`src/tc_consts.svh`:
```
`ifndef TC_CONSTS_SVH
`define TC_CONSTS_SVH

// Register byte offsets
`define TC_REG_CTRL      8'h00
`define TC_REG_RANGE     8'h04
`define TC_REG_STATUS    8'h08
`define TC_REG_INT_PEND  8'h0c
`define TC_REG_INT_MASK  8'h10
`define TC_REG_DATA_BASE 8'h20
`define TC_DATA_SPAN     8'h10

// Control fields
`define TC_CTRL_SCALE_F  0
`define TC_CTRL_BO_LSB   1
`define TC_CTRL_CH_LSB   3
`define TC_CTRL_RES16    5
`define TC_CTRL_COMMIT   7
`define TC_CTRL_RESET    8'h18

// Module status byte bits
`define TC_ST_SELFTEST   0
`define TC_ST_NO_SUPPLY  1
`define TC_ST_INVALID    2

// Range codes: 0..8 thermocouple J,E,K,R,S,T,B,N,C
`define TC_RNG_LAST_TC   4'h8
`define TC_RNG_UNI39     4'h9
`define TC_RNG_UNI156    4'hc
`define TC_RNG_UNI1250   4'he

// Celsius limits in tenths; Fahrenheit ones derive from them
`define TC_LIM_J_LO 16'hf894
`define TC_LIM_J_HI 16'h1db0
`define TC_LIM_E_LO 16'hf7cc
`define TC_LIM_E_HI 16'h2710
`define TC_LIM_K_LO 16'hfa24
`define TC_LIM_K_HI 16'h3598
`define TC_LIM_R_LO 16'h028a
`define TC_LIM_R_HI 16'h4510
`define TC_LIM_T_LO 16'hf704
`define TC_LIM_T_HI 16'h0fa0
`define TC_LIM_B_LO 16'h14aa
`define TC_LIM_B_HI 16'h4718
`define TC_LIM_N_LO 16'hfd44
`define TC_LIM_N_HI 16'h32c8
`define TC_LIM_C_HI 16'h5aa0
`define TC_F_MUL     24'sh000009
`define TC_F_DIV     24'sh000005
`define TC_F_OFS     24'sh000140
`define TC_BIP_LO    24'shff8000
`define TC_BIP_HI    24'sh007fff
`define TC_UNI_HI    24'sh00ffff

// Bus answer: waitrequest falls this many edges after the request
`define TC_BUS_WAIT  2'h2

`endif

```
`src/tc_pkg.sv`:
```
package tc_pkg;

  typedef enum logic [1:0] {
    TC_BO_OFF  = 2'h0,
    TC_BO_LOW  = 2'h1,
    TC_BO_HIGH = 2'h2
  } tc_bo_mode_t;

  typedef struct packed {
    logic        commit;
    logic        res16;
    logic [1:0]  chan_last;
    tc_bo_mode_t bo_mode;
    logic        scale_f;
  } tc_cfg_t;

  typedef struct packed {
    logic signed [19:0] value;
    logic               open_in;
  } tc_sample_t;

  typedef struct packed {
    logic        read;
    logic        write;
    logic [7:0]  address;
    logic [3:0]  byteenable;
    logic [31:0] writedata;
  } tc_avl_req_t;

  typedef enum logic [2:0] {
    TC_SC_REQ   = 3'b001,
    TC_SC_WAIT  = 3'b010,
    TC_SC_STORE = 3'b100
  } tc_scan_st_t;

endpackage

```
`src/tc_status_top.sv`:
```
// Design decisions made here: the address map and register access over Avalon-MM.
`timescale 1ns/10ps
`include "tc_consts.svh"
module tc_status_top #(
  parameter int NCH = 4
) (
  input  wire logic               clk_sys_i,
  input  wire logic               rst_n_i,
  input  wire tc_pkg::tc_avl_req_t avs_req_i,
  output logic      [31:0]        avs_readdata_o,
  output logic                    avs_waitrequest_o,
  input  wire logic               smp_valid_i,
  input  wire tc_pkg::tc_sample_t smp_i,
  output logic                    scan_req_o,
  output logic      [1:0]         scan_chan_o,
  output logic      [3:0]         scan_range_o,
  input  wire logic               self_test_fail_i,
  input  wire logic               supply_ok_i,
  output logic      [23:0]        status_o,
  output logic                    irq_o
);
  import tc_pkg::*;

  logic        rst_meta;
  logic        rst_n;
  tc_cfg_t     cfg;
  logic [15:0] range_cfg;
  logic        invalid;
  logic [1:0]  pin_sync;
  logic [7:0]  oor;
  logic [7:0]  burn;
  logic [23:0] status_prev;
  logic [23:0] int_pend;
  logic [23:0] int_mask;
  logic [1:0]  bus_cnt;
  logic        bus_req;
  logic        bus_done;
  logic        wr_ctrl;
  logic        wr_range;
  logic        rd_pend;
  logic [31:0] be_mask;
  logic [15:0] mem_rdata;
  logic [1:0]  chan;
  logic [3:0]  rng;
  tc_scan_st_t scan_st;
  tc_sample_t  smp_q;
  logic        fmt_we;
  logic [15:0] fmt_word;
  logic        fmt_oor;
  logic        fmt_burn;
  logic [23:0] status_now;
  logic [23:0] status_ev;

  // Reset release through two flops; assertion stays asynchronous
  always_ff @(posedge clk_sys_i or negedge rst_n_i) begin
    if (!rst_n_i) begin
      rst_meta <= 1'b0;
      rst_n    <= 1'b0;
    end else begin
      rst_meta <= 1'b1;
      rst_n    <= rst_meta;
    end
  end

  // Self-test and supply sense come from pins
  tc_sync #(
    .W (2)
  ) u_pin_sync (
    .clk_i   (clk_sys_i),
    .rst_n_i (rst_n),
    .d_i     ({supply_ok_i, self_test_fail_i}),
    .q_o     (pin_sync)
  );

  // Bus slave: request, two wait edges, then waitrequest low for one
  assign bus_req  = avs_req_i.read | avs_req_i.write;
  assign bus_done = bus_req && (bus_cnt == `TC_BUS_WAIT);
  assign wr_ctrl  = bus_done && avs_req_i.write &&
                    (avs_req_i.address == `TC_REG_CTRL);
  assign wr_range = bus_done && avs_req_i.write &&
                    (avs_req_i.address == `TC_REG_RANGE);
  assign rd_pend  = bus_done && avs_req_i.read &&
                    (avs_req_i.address == `TC_REG_INT_PEND);

  always_comb begin
    for (int b = 0; b < 4; b++) begin
      be_mask[b*8 +: 8] = {8{avs_req_i.byteenable[b]}};
    end
  end

  always_ff @(posedge clk_sys_i or negedge rst_n) begin
    if (!rst_n) begin
      bus_cnt           <= 2'h0;
      avs_waitrequest_o <= 1'b1;
    end else if (!bus_req || bus_done) begin
      bus_cnt           <= 2'h0;
      avs_waitrequest_o <= 1'b1;
    end else begin
      bus_cnt           <= bus_cnt + 2'h1;
      avs_waitrequest_o <= !(bus_cnt == `TC_BUS_WAIT - 2'h1);
    end
  end

  // Read mux captured on the same edge that waitrequest drops
  always_ff @(posedge clk_sys_i or negedge rst_n) begin
    if (!rst_n) begin
      avs_readdata_o <= 32'h0;
    end else if (avs_req_i.read && bus_cnt == `TC_BUS_WAIT - 2'h1) begin
      if (avs_req_i.address >= `TC_REG_DATA_BASE &&
          avs_req_i.address <  `TC_REG_DATA_BASE + `TC_DATA_SPAN &&
          avs_req_i.address[1:0] == 2'h0) begin
        avs_readdata_o <= {16'h0, mem_rdata};
      end else begin
        case (avs_req_i.address)
          `TC_REG_CTRL:     avs_readdata_o <= {25'h0, cfg};
          `TC_REG_RANGE:    avs_readdata_o <= {16'h0, range_cfg};
          `TC_REG_STATUS:   avs_readdata_o <= {8'h0, status_o};
          `TC_REG_INT_PEND: avs_readdata_o <= {8'h0, int_pend};
          `TC_REG_INT_MASK: avs_readdata_o <= {8'h0, int_mask};
          default:          avs_readdata_o <= 32'h0;
        endcase
      end
    end
  end

  // Configuration writes; commit is a pulse bit that reads back zero
  always_ff @(posedge clk_sys_i or negedge rst_n) begin
    if (!rst_n) begin
      cfg <= 7'(`TC_CTRL_RESET);
    end else if (wr_ctrl) begin
      cfg <= (cfg & ~be_mask[6:0]) |
             (avs_req_i.writedata[6:0] & be_mask[6:0]);
      cfg.commit <= 1'b0;
    end
  end

  always_ff @(posedge clk_sys_i or negedge rst_n) begin
    if (!rst_n) begin
      range_cfg <= 16'h0;
    end else if (wr_range) begin
      range_cfg <= (range_cfg & ~be_mask[15:0]) |
                   (avs_req_i.writedata[15:0] & be_mask[15:0]);
    end
  end

  // Unconfigured or changed ranges stay invalid until a commit write
  always_ff @(posedge clk_sys_i or negedge rst_n) begin
    if (!rst_n) begin
      invalid <= 1'b1;
    end else if (wr_range) begin
      invalid <= 1'b1;
    end else if (wr_ctrl && avs_req_i.writedata[`TC_CTRL_COMMIT] &&
                 avs_req_i.byteenable[0]) begin
      invalid <= 1'b0;
    end
  end

  always_ff @(posedge clk_sys_i or negedge rst_n) begin
    if (!rst_n) begin
      int_mask <= 24'h0;
    end else if (bus_done && avs_req_i.write &&
                 avs_req_i.address == `TC_REG_INT_MASK) begin
      int_mask <= (int_mask & ~be_mask[23:0]) |
                  (avs_req_i.writedata[23:0] & be_mask[23:0]);
    end
  end

  // Scan walks enabled channels only; fewer channels, faster refresh
  always_ff @(posedge clk_sys_i or negedge rst_n) begin
    if (!rst_n) begin
      scan_st      <= TC_SC_REQ;
      chan         <= 2'h0;
      scan_req_o   <= 1'b0;
      scan_chan_o  <= 2'h0;
      scan_range_o <= 4'h0;
      smp_q        <= '0;
    end else begin
      scan_req_o <= 1'b0;
      case (scan_st)
        TC_SC_REQ: begin
          scan_req_o   <= 1'b1;
          scan_chan_o  <= chan;
          scan_range_o <= range_cfg[chan*4 +: 4];
          scan_st      <= TC_SC_WAIT;
        end
        TC_SC_WAIT: begin
          if (smp_valid_i) begin
            smp_q   <= smp_i;
            scan_st <= TC_SC_STORE;
          end
        end
        TC_SC_STORE: begin
          chan    <= (chan >= cfg.chan_last) ? 2'h0 : chan + 2'h1;
          scan_st <= TC_SC_REQ;
        end
        default: scan_st <= TC_SC_REQ;
      endcase
    end
  end

  assign rng    = scan_range_o;
  assign fmt_we = (scan_st == TC_SC_STORE);

  // Result formatting: clamp to range limits, flag, open override
  always_comb begin
    logic signed [23:0] lo;
    logic signed [23:0] hi;
    logic signed [23:0] v;
    logic [15:0]        lo16;
    logic [15:0]        hi16;
    logic               uni;
    lo   = 24'sh0;
    hi   = 24'sh0;
    v    = 24'sh0;
    lo16 = 16'h0;
    hi16 = 16'h0;
    uni  = (rng == `TC_RNG_UNI39) || (rng == `TC_RNG_UNI156) ||
           (rng == `TC_RNG_UNI1250);
    case (rng)
      4'h0: begin lo16 = `TC_LIM_J_LO; hi16 = `TC_LIM_J_HI; end
      4'h1: begin lo16 = `TC_LIM_E_LO; hi16 = `TC_LIM_E_HI; end
      4'h2: begin lo16 = `TC_LIM_K_LO; hi16 = `TC_LIM_K_HI; end
      4'h3: begin lo16 = `TC_LIM_R_LO; hi16 = `TC_LIM_R_HI; end
      4'h4: begin lo16 = `TC_LIM_R_LO; hi16 = `TC_LIM_R_HI; end
      4'h5: begin lo16 = `TC_LIM_T_LO; hi16 = `TC_LIM_T_HI; end
      4'h6: begin lo16 = `TC_LIM_B_LO; hi16 = `TC_LIM_B_HI; end
      4'h7: begin lo16 = `TC_LIM_N_LO; hi16 = `TC_LIM_N_HI; end
      4'h8: begin lo16 = `TC_LIM_R_LO; hi16 = `TC_LIM_C_HI; end
      default: begin lo16 = 16'h0; hi16 = 16'h0; end
    endcase
    v = 24'(smp_q.value);
    if (rng <= `TC_RNG_LAST_TC) begin
      lo = 24'(signed'(lo16));
      hi = 24'(signed'(hi16));
      if (cfg.scale_f) begin
        // Tenths of F = tenths of C * 9 / 5 + 32.0
        lo = lo * `TC_F_MUL / `TC_F_DIV + `TC_F_OFS;
        hi = hi * `TC_F_MUL / `TC_F_DIV + `TC_F_OFS;
        v  = v  * `TC_F_MUL / `TC_F_DIV + `TC_F_OFS;
      end
    end else if (uni) begin
      lo = 24'sh0;
      hi = `TC_UNI_HI;
    end else begin
      lo = `TC_BIP_LO;
      hi = `TC_BIP_HI;
    end
    fmt_oor = 1'b0;
    if (v < lo) begin
      v       = lo;
      fmt_oor = 1'b1;
    end else if (v > hi) begin
      v       = hi;
      fmt_oor = 1'b1;
    end
    // Fifteen-bit unipolar halves the count: 0..32767
    if (uni && !cfg.res16) begin
      v  = v >>> 1;
      lo = lo >>> 1;
      hi = hi >>> 1;
    end
    fmt_burn = smp_q.open_in && (cfg.bo_mode != TC_BO_OFF);
    if (fmt_burn) begin
      fmt_word = (cfg.bo_mode == TC_BO_HIGH) ? hi[15:0] : lo[15:0];
      fmt_oor  = 1'b0;
    end else begin
      fmt_word = v[15:0];
    end
  end

  tc_word_mem #(
    .DEPTH (NCH),
    .W     (16)
  ) u_words (
    .clk_i   (clk_sys_i),
    .we_i    (fmt_we),
    .waddr_i (chan),
    .wdata_i (fmt_word),
    .raddr_i (avs_req_i.address[3:2]),
    .rdata_o (mem_rdata)
  );

  // Per-channel flags; disabled channels read clear
  for (genvar c = 0; c < 8; c++) begin : g_flag
    always_ff @(posedge clk_sys_i or negedge rst_n) begin
      if (!rst_n) begin
        oor[c]  <= 1'b0;
        burn[c] <= 1'b0;
      end else if (c >= NCH || c > cfg.chan_last) begin
        oor[c]  <= 1'b0;
        burn[c] <= 1'b0;
      end else if (fmt_we && chan == 2'(c)) begin
        oor[c]  <= fmt_oor;
        burn[c] <= fmt_burn;
      end
    end
  end

  always_comb begin
    status_now = {burn, oor, 8'h0};
    status_now[`TC_ST_SELFTEST]  = pin_sync[0];
    status_now[`TC_ST_NO_SUPPLY] = !pin_sync[1];
    status_now[`TC_ST_INVALID]   = invalid;
  end

  assign status_ev = status_now & ~status_prev;

  always_ff @(posedge clk_sys_i or negedge rst_n) begin
    if (!rst_n) begin
      status_o    <= 24'h0;
      status_prev <= 24'h0;
    end else begin
      status_o    <= status_now;
      status_prev <= status_now;
    end
  end

  // Pending bits clear on read; a rising flag in that cycle still lands
  always_ff @(posedge clk_sys_i or negedge rst_n) begin
    if (!rst_n) begin
      int_pend <= 24'h0;
    end else begin
      int_pend <= (rd_pend ? 24'h0 : int_pend) | status_ev;
    end
  end

  always_ff @(posedge clk_sys_i or negedge rst_n) begin
    if (!rst_n) begin
      irq_o <= 1'b0;
    end else begin
      irq_o <= |(((rd_pend ? 24'h0 : int_pend) | status_ev) & int_mask);
    end
  end

endmodule

```
`src/tc_sync.sv`:
```
`timescale 1ns/10ps
module tc_sync #(
  parameter int W = 2
) (
  input  wire logic         clk_i,
  input  wire logic         rst_n_i,
  input  wire logic [W-1:0] d_i,
  output logic      [W-1:0] q_o
);
  logic [W-1:0] meta;

  always_ff @(posedge clk_i or negedge rst_n_i) begin
    if (!rst_n_i) begin
      meta <= '0;
      q_o  <= '0;
    end else begin
      meta <= d_i;
      q_o  <= meta;
    end
  end
endmodule

```
`src/tc_word_mem.sv`:
```
`timescale 1ns/10ps
module tc_word_mem #(
  parameter int DEPTH = 4,
  parameter int W     = 16
) (
  input  wire logic                     clk_i,
  input  wire logic                     we_i,
  input  wire logic [$clog2(DEPTH)-1:0] waddr_i,
  input  wire logic [W-1:0]             wdata_i,
  input  wire logic [$clog2(DEPTH)-1:0] raddr_i,
  output logic      [W-1:0]             rdata_o
);
  logic [W-1:0] mem [DEPTH];

  always_ff @(posedge clk_i) begin
    if (we_i) begin
      mem[waddr_i] <= wdata_i;
    end
  end

  // Registered read so the bus mux sees a settled word
  always_ff @(posedge clk_i) begin
    rdata_o <= mem[raddr_i];
  end
endmodule

```
`config.mk`:
```
export PLATFORM = sky130hd
export DESIGN_NAME = tc_status_top
export DESIGN_NICKNAME = d
export VERILOG_FILES = /design/src/tc_pkg.sv /design/src/tc_status_top.sv /design/src/tc_sync.sv /design/src/tc_word_mem.sv
export VERILOG_INCLUDE_DIRS = /design/src /design/src/src
export SDC_FILE = /design/constraint.sdc
export NUM_CORES = 1
export LEC_CHECK = 0
export BUFFER_PORTS_ARGS = -buffer_cell sky130_fd_sc_hd__buf_4
export CAP_MARGIN = 20
export CORE_MARGIN = 1.5
export CORE_UTILIZATION = 40
export DETAILED_ROUTE_END_ITERATION = 8
export PLACE_DENSITY = 0.63
export SETUP_SLACK_MARGIN = 0.5
export SLEW_MARGIN = 20
export SYNTH_ARGS = -nofsm -noshare
export SYNTH_HDL_FRONTEND = slang
export SYNTH_SLANG_ARGS = --single-unit
```
`constraint.sdc`:
```
create_clock -name clk_sys_i -period 4.75 [get_ports clk_sys_i]
set_clock_uncertainty 0.1 [all_clocks]
set_input_delay 0.475 -clock clk_sys_i [delete_from_list [all_inputs] [get_ports clk_sys_i]]
set_output_delay 0.475 -clock clk_sys_i [all_outputs]
set_load 0.05 [all_outputs]
```
==> results.sh, run 1 <==
export IMPL_floorplan_io_pins=137
export IMPL_tritoncts="built"
export IMPL_unique_masters_post_synth=127
export IMPL_final_setup_viol_count=68
export IMPL_worst_slew_pin_slew_ns=1.13
export IMPL_vias=29300
export IMPL_grt_util_all_layers=0.278
export IMPL_worst_slack_ns=-9.97
export IMPL_max_slew_margin=0.243
export IMPL_grt_first_pass_wirelength_um=148000
export IMPL_fp_dieArea_sq_mm=0.0649
export IMPL_cts_root_buffer="clkbuf_16"
export IMPL_drt_iter0_drc=2527
export IMPL_pre_cts_setup_slack_ns=-10.78
export IMPL_cp_slowest_stage_delay_ns=0.54
export IMPL_die_x_um=255
export IMPL_final_max_slew_viol_count=0
export IMPL_tritoncts_num_buffers=24
export IMPL_postSynth_asyncResetShare=0.662
export IMPL_clockBufferDepth=3
export IMPL_final_layout_size_suffix_gt1_frac=0.437
export IMPL_syn_area_per_cell_sq_um=8.10
export IMPL_clock_sink_count=237
export IMPL_die_h_um=255
export IMPL_m1WireLength_um=41600
export IMPL_syn2layout_area_growth_pct=53.4
export IMPL_ys_flop_type="dfrtp_1"
export IMPL_placement_io_buffers=106
export IMPL_synth_enable_flop_cells=64
export IMPL_syn_inst=3128
export IMPL_htree_levels=1
export IMPL_detailroute_wirelength_met2_um=43800
export IMPL_critical_path_arrival_ns=14.91
export IMPL_post_drt_via_cell_ratio=5.69
export IMPL_clkTransAtPathRegs_ns=0.07
export IMPL_critical_path_startpoint_type="flip-flop"
export IMPL_final_net_count=4507
export IMPL_drc=0
export IMPL_worst_path_most_repeated_cell="buf_4"
export IMPL_worst_skew_pair_late_latency_ns=0.55
export IMPL_critPathMaxFanout=8
export IMPL_hpwl_um=71600
export IMPL_grt_start_max_net_pins=156
export IMPL_rsz0062_at_grt="yes"
export IMPL_detail_route_first_pass_iterations=8
export IMPL_ant_nets=0
export IMPL_maxClockFrequency_mhz=67.9
export IMPL_required_ns=4.94
export IMPL_synthesis_yosys_warnings=0
export IMPL_worstHoldPathType="primary input to flip-flop"
export IMPL_layout_worst_path_cycle_share=3.10
export IMPL_wl_um=93300
export IMPL_synth_seq_cells=237
export IMPL_worstSetupPathType="flip-flop to flip-flop"
export IMPL_final_fill_count=5457
export IMPL_finalCriticalPeriod_ns=14.72
export IMPL_critical_path_n_buffers_inverters=16
export IMPL_worst_setup_path_end_kind="flip-flop"
export IMPL_critical_path_top_delay_cell="or4_4"
export IMPL_worstHoldPathCells=3
export IMPL_antenna_cells=0
export IMPL_violated_checks="negative setup slack"
export IMPL_yosysSeqAreaShare=0.244
export IMPL_grt_ovfl_total=0
export IMPL_worst_path_stages=73
export IMPL_rows=92
export IMPL_drv_cap=0
export IMPL_gpl_final_weighted_congestion=0.950
export IMPL_initial_utilization=0.403
export IMPL_cp_top_family="compound AO/OA/AOI/OAI gates"
export IMPL_core_area_sq_mm=0.0629
export IMPL_topRoutingLayerUsed="met5"
export IMPL_mappedNetlistArea_sq_mm=0.0253
export IMPL_worstRegToRegCells=73
export IMPL_number_of_global_route_vias_before_repair=28100
export IMPL_status="finished with violations"
export IMPL_antenna_found_initial=1
export IMPL_final_count_of_hold_timing_violations=0
export IMPL_route_met3_wl_um=5020
export IMPL_avgRoutedWirePerCell_um=18.1
## through the flow
step / TNS (ns) / hold slack [ns] / area [sq um] / utilization / instances
floorplan: -673.04 / 0.0794 / 26400 / - / 3149
global placement: -716.01 / 0.159 / 35400 / 0.563 / 4988
detailed placement: -725.09 / 0.159 / 35400 / 0.563 / 4988
CTS: -650.96 / 0.0422 / 38000 / 0.605 / 5113
global route: -716.63 / 0.0470 / 38900 / 0.619 / 5143
finish: -673.20 / 0.0546 / 38900 / 0.619 / 5143
## Yosys cell counts (all sizes together) (82+ instances only)
cell type	number	area, sq um
inv	109	409
nand2	317	1190
nor3	100	532
o21ai	217	1090
ha	153	1910
xnor2	108	946
dfrtp	152	3800
nand3	97	485
clkbuf	128	480
mux2	82	923
nor2	257	972
a21oi	224	1140
## tightest hold or removal path, cell delays in order
cell and delay, ns:
buf_4 0.08, nand2_1 0.05, o21ai_0 0.06
## kinds of logic (layout without fill, tap and decap cells)
logic type	Yosys count	count (layout)	share of synthesized area
AOI/OAI and AO/OA	1023	1023	0.284
xor gates and xnor gates	167	167	0.0580
adders and majority gates	164	164	0.0811
buffers and inverters	303	1451	0.0510
DFF	237	237	0.244
muxes	141	141	0.0707
other	2	23	0.000296
and+or+nand+nor	1091	1091	0.211
## final timing paths
path                                     from                 to  slack, ns
setup / recovery              scan_range_o[1]  u_words.mem[2][2]      -9.97
hold / removal                      smp_i[20]          smp_q[20]       0.05
setup reg to reg              scan_range_o[1]  u_words.mem[2][2]      -9.97
hold reg to reg            u_pin_sync.meta[1]  u_pin_sync.q_o[1]       0.24
max in group asynchronous               rst_n       int_pend[16]       3.53
min in group asynchronous             rst_n_i              rst_n       0.16
## routing by layer
layer | vias up | GRT usage
li1 | 14100 | -
met1 | 14000 | 0.382
met2 | 966 | 0.466
met3 | 165 | 0.0216
met4 | 2 | 0.0764
met5 | - | 0
## layout make-up
| class | instances | area [sq um] | share of cell area |
|---|---|---|---|
| clock buffers | 31 | 657 | 0.0169 |
| clock inverters | 13 | 125 | 0.00322 |
| inverters | 111 | 449 | 0.0116 |
| multi-input cells | 2609 | 20400 | 0.525 |
| flip-flops and latches | 237 | 6190 | 0.159 |
| well taps | 846 | 1060 | 0.0272 |
| repair buffers | 1296 | 10000 | 0.257 |
## timing repair
item                                    in CTS  in global routing
hold buffers                                 4                  0
hold endpoints to repair                     5                  0
resized for setup                          285                123
endpoints found under the setup margin      68                 68
buffers inserted                            76                 30
pin swaps                                  160                110
cloned                                       1                  0
## placed cells by master (no fill, tap or decap), types with 48 or more instances in the layout
cell      synthesis  final
buf_4            27   1241
nand2_1         317    305
nor2_1          254    232
a21oi_1         220    180
o21ai_0         195    154
dfrtp_1         152    147
ha_1            153    132
xnor2_1         108     97
inv_1           107     95
nand3_1          97     91
mux2_2           80     77
nor3_1           95     73
edfxtp_1         64     64
xor2_1           58     52
o211ai_1         51     51
a31oi_1          56     48
Power of run 1 is not shown: default switching activity piles up to over one toggle a cycle in this logic, so the estimate is an artifact.
==> inputs of run 2 (changes only) <==
--- a/config.mk
+++ b/config.mk
@@ -8,10 +8,12 @@
 export LEC_CHECK = 0
 export BUFFER_PORTS_ARGS = -buffer_cell sky130_fd_sc_hd__buf_4
 export CAP_MARGIN = 20
+export CELL_PAD_IN_SITES_DETAIL_PLACEMENT = 1
+export CELL_PAD_IN_SITES_GLOBAL_PLACEMENT = 1
 export CORE_MARGIN = 1.5
-export CORE_UTILIZATION = 40
+export CORE_UTILIZATION = 44
 export DETAILED_ROUTE_END_ITERATION = 8
-export PLACE_DENSITY = 0.63
+export PLACE_DENSITY = 0.84
 export SETUP_SLACK_MARGIN = 0.5
 export SLEW_MARGIN = 20
 export SYNTH_ARGS = -nofsm -noshare
==> results.sh, run 2 <==
export IMPL_ys_flop_type="dfrtp_1"
export IMPL_grt_first_pass_wirelength_um=410000
export IMPL_number_of_global_route_vias_before_repair=51600
export IMPL_cts_root_buffer="clkbuf_16"
export IMPL_synth_top_area_frac=0.150
export IMPL_floorplan_io_pins=137
export IMPL_syn_inst=3128
export IMPL_die_h_um=243
export IMPL_rows=87
export IMPL_yosys_top_cells_area="dfrtp_1 (15%), edfxtp_1 (7.6%), ha_1 (7.6%)"
export IMPL_synth_most_common_cell="nand2_1"
export IMPL_placement_io_buffers=106
export IMPL_yosysSeqAreaShare=0.244
export IMPL_clockBufferDepth=3
export IMPL_synth_seq_cells=237
export IMPL_status="aborted with a tool error"
export IMPL_gpl_final_weighted_congestion=1.01
export IMPL_pre_cts_setup_slack_ns=-12.43
export IMPL_syn_area_per_cell_sq_um=8.10
export IMPL_grt_util_all_layers=0.914
export IMPL_hpwl_um=107000
export IMPL_unique_masters_post_synth=127
export IMPL_failing_step="global routing (5_1_grt)"
export IMPL_grt_start_max_net_pins=82
export IMPL_die_x_um=243
export IMPL_netlist_top_cell_by_area="dfrtp_1"
export IMPL_postSynth_asyncResetShare=0.662
export IMPL_synth_enable_flop_cells=64
export IMPL_grt_ovfl_total=1558
export IMPL_error_message="[ERROR GRT-0116] Global routing finished with congestion. Check the congestion regions in the DRC Viewer."
export IMPL_synthesis_yosys_warnings=0
export IMPL_mappedNetlistArea_sq_mm=0.0253
export IMPL_tritoncts_num_buffers=25
export IMPL_htree_levels=1
export IMPL_initial_utilization=0.447
export IMPL_clock_sink_count=237
export IMPL_synth_cells_most_frequent="nand2_1 (317), nor2_1 (254), a21oi_1 (220)"
## run 2: cells by family after synthesis
family                     after synthesis  synth area share
and+or+nand+nor                       1091             0.211
AOI/OAI and AO/OA                     1023             0.284
buffers and inverters                  303            0.0510
DFF                                    237             0.244
xor gates and xnor gates               167            0.0580
adders and majority gates              164            0.0811
muxes                                  141            0.0707
other                                    2          0.000296
## run 2: layer usage
| layer | GRT overflow | GRT usage |
|---|---|---|
| met1 | 43 | 0.887 |
| met2 | 1032 | 1.06 |
| met3 | 64 | 0.783 |
| met4 | 413 | 0.967 |
| met5 | 6 | 0.526 |
## run 2: stage by stage
step	cell area [sq um]	cells	TNS, ns
floorplan	26400	3149	-673.04
detailed placement	34800	4833	-831.21
global placement	34800	4833	-724.00
CTS	39200	5018	-732.29
## run 2: repair_timing
item / in CTS
endpoints found under the hold margin: 5
hold buffers: 4
endpoints found under the setup margin: 68
buffers inserted: 133
gates cloned: 2
pin swaps: 198
gates resized for setup: 539
==> inputs of run 3 (changes only) <==
--- a/config.mk
+++ b/config.mk
@@ -8,13 +8,10 @@
 export LEC_CHECK = 0
 export BUFFER_PORTS_ARGS = -buffer_cell sky130_fd_sc_hd__buf_4
 export CAP_MARGIN = 20
-export CELL_PAD_IN_SITES_DETAIL_PLACEMENT = 1
-export CELL_PAD_IN_SITES_GLOBAL_PLACEMENT = 1
 export CORE_MARGIN = 1.5
-export CORE_UTILIZATION = 44
+export CORE_UTILIZATION = 40
 export DETAILED_ROUTE_END_ITERATION = 8
-export PLACE_DENSITY = 0.84
-export SETUP_SLACK_MARGIN = 0.5
+export PLACE_DENSITY_LB_ADDON = 0.15
 export SLEW_MARGIN = 20
 export SYNTH_ARGS = -nofsm -noshare
 export SYNTH_HDL_FRONTEND = slang
==> constraint.sdc (replaced) <==
create_clock -name clk_sys_i -period 6.2 [get_ports clk_sys_i]
set_clock_uncertainty 0.1 [all_clocks]
set_input_delay 0.62 -clock clk_sys_i [delete_from_list [all_inputs] [get_ports clk_sys_i]]
set_output_delay 0.62 -clock clk_sys_i [all_outputs]
set_load 0.05 [all_outputs]
==> results.sh, run 3 (same netlist as run 1, synthesis figures left out) <==
export IMPL_maxClockFrequency_mhz=68.3
export IMPL_tritoncts_num_buffers=25
export IMPL_critical_path_startpoint_type="flip-flop"
export IMPL_htree_levels=1
export IMPL_tritoncts="built"
export IMPL_placement_io_buffers=106
export IMPL_hpwl_um=74600
export IMPL_worst_setup_path_end_kind="flip-flop"
export IMPL_cts_root_buffer="clkbuf_16"
export IMPL_final_cell_mix="buf_4 (1278), nand2_1 (303), nor2_1 (221), a21oi_1 (177), dfrtp_1 (144)"
export IMPL_core_area_sq_mm=0.0629
export IMPL_violated_checks="negative setup slack"
export IMPL_grt_util_all_layers=0.290
export IMPL_layout_worst_path_cycle_share=2.36
export IMPL_status="finished with violations"
export IMPL_required_ns=6.37
export IMPL_drt_iter0_drc=2322
export IMPL_pre_cts_setup_slack_ns=-9.40
export IMPL_drv_cap=0
export IMPL_rows=92
export IMPL_clkTransAtPathRegs_ns=0.07
export IMPL_antenna_found_initial=2
export IMPL_fp_dieArea_sq_mm=0.0649
export IMPL_worstSetupPathType="flip-flop to flip-flop"
export IMPL_rsz0062_at_grt="yes"
export IMPL_worst_skew_pair_late_latency_ns=0.55
export IMPL_critical_path_top_delay_cell="or4_4"
export IMPL_clock_sink_count=237
export IMPL_final_count_of_hold_timing_violations=0
export IMPL_final_net_count=4564
export IMPL_gpl_final_weighted_congestion=0.941
export IMPL_dpl_cell_count=4970
export IMPL_combined_area_of_the_multi_input_logic_cells_sq_mm=0.0211
export IMPL_number_of_global_route_vias_before_repair=29200
export IMPL_wl_um=99100
export IMPL_instances_no_fill=5202
export IMPL_worst_path_most_repeated_cell="ha_4"
export IMPL_hold_worst_slack_ns=0.0849
export IMPL_avgRoutedWirePerCell_um=19.0
export IMPL_floorplan_io_pins=137
export IMPL_vias=30000
export IMPL_detail_route_first_pass_iterations=6
export IMPL_finalCriticalPeriod_ns=14.64
export IMPL_post_drt_via_cell_ratio=5.76
export IMPL_worst_slew_pin_slew_ns=1.05
export IMPL_register_area_sq_mm=0.00619
export IMPL_final_layout_size_suffix_gt1_frac=0.466
export IMPL_worst_slack_ns=-8.44
export IMPL_ant_nets=0
export IMPL_die_h_um=255
export IMPL_clockBufferDepth=3
export IMPL_final_max_slew_viol_count=0
export IMPL_drc=0
export IMPL_max_slew_margin=0.296
export IMPL_critPathMaxFanout=6
export IMPL_grt_ovfl_total=0
export IMPL_die_x_um=255
export IMPL_final_fill_count=5310
export IMPL_initial_utilization=0.403
export IMPL_cp_slowest_stage_delay_ns=0.54
export IMPL_worstHoldPathType="primary input to flip-flop"
export IMPL_critical_path_arrival_ns=14.82
export IMPL_syn2layout_area_growth_pct=58.6
export IMPL_layout_commonest_cell="buf_4"
export IMPL_grt_first_pass_wirelength_um=155000
export IMPL_grt_start_max_net_pins=71
export IMPL_final_setup_viol_count=68
==> run 3: layout make-up <==
class                           count  share of cell area
Antenna cell                        1           0.0000623
Clock buffer                       30              0.0165
Clock inverter                     16             0.00595
Inverter                          111              0.0109
Multi-Input combinational cell   2610               0.524
Sequential cell                   237               0.154
Tap cell                          846              0.0263
Timing Repair Buffer             1351               0.262
==> run 3: what timing repair did <==
item / in CTS / in global routing
pin swaps: 191 / 115
buffers inserted: 118 / 68
hold buffers: 1 / 0
endpoints found under the setup margin: 68 / 68
gates resized for setup: 268 / 272
endpoints found under the hold margin: 2 / 0
gates cloned: 1 / 2
==> run 3: path summary, 6_finish.rpt <==
| path | startpoint | endpoint | slack, ns | cells after the start |
|---|---|---|---|---|
| setup / recovery | scan_range_o[0] | u_words.mem[1][0] | -8.44 | 73 |
| hold / removal | self_test_fail_i | u_pin_sync.meta[0] | 0.08 | 1 |
| setup reg to reg | scan_range_o[0] | u_words.mem[1][0] | -8.44 | 73 |
| hold reg to reg | rst_n | u_pin_sync.q_o[0] | 0.11 | 0 |
| max in group asynchronous | rst_n | smp_q[11] | 4.58 | 1 |
| min in group asynchronous | rst_n | u_pin_sync.q_o[0] | 0.11 | 0 |
==> run 3: critical path, delay by kind of cell, from the launching register on <==
kind	cells	cell delay, ns
simple gates	21	4.43
compound gates	32	5.97
mux	1	0.30
buf+inv	9	1.20
fa+ha+maj	7	1.43
xor+xnor	3	0.50
flops	1	0.47
==> run 3: metal layers <==
| layer | share of wire | GRT usage | vias up |
|---|---|---|---|
| li1 | - | - | 14200 |
| met1 | 0.43 | 0.390 | 14600 |
| met2 | 0.49 | 0.502 | 957 |
| met3 | 0.051 | 0.0246 | 194 |
| met4 | 0.029 | 0.0705 | 2 |
| met5 | 0.00011 | 0 | - |
==> run 3: stage by stage <==
stage	TNS (ns)	cell area, sq um	utilization
after floorplan	-567.07	26400	-
after global placement	-611.17	35300	0.562
after detailed placement	-627.72	35300	0.562
after CTS	-555.12	38300	0.610
after global routing	-609.26	40200	0.640
final	-568.08	40200	0.640
Power of run 3 is left out for the same reason.
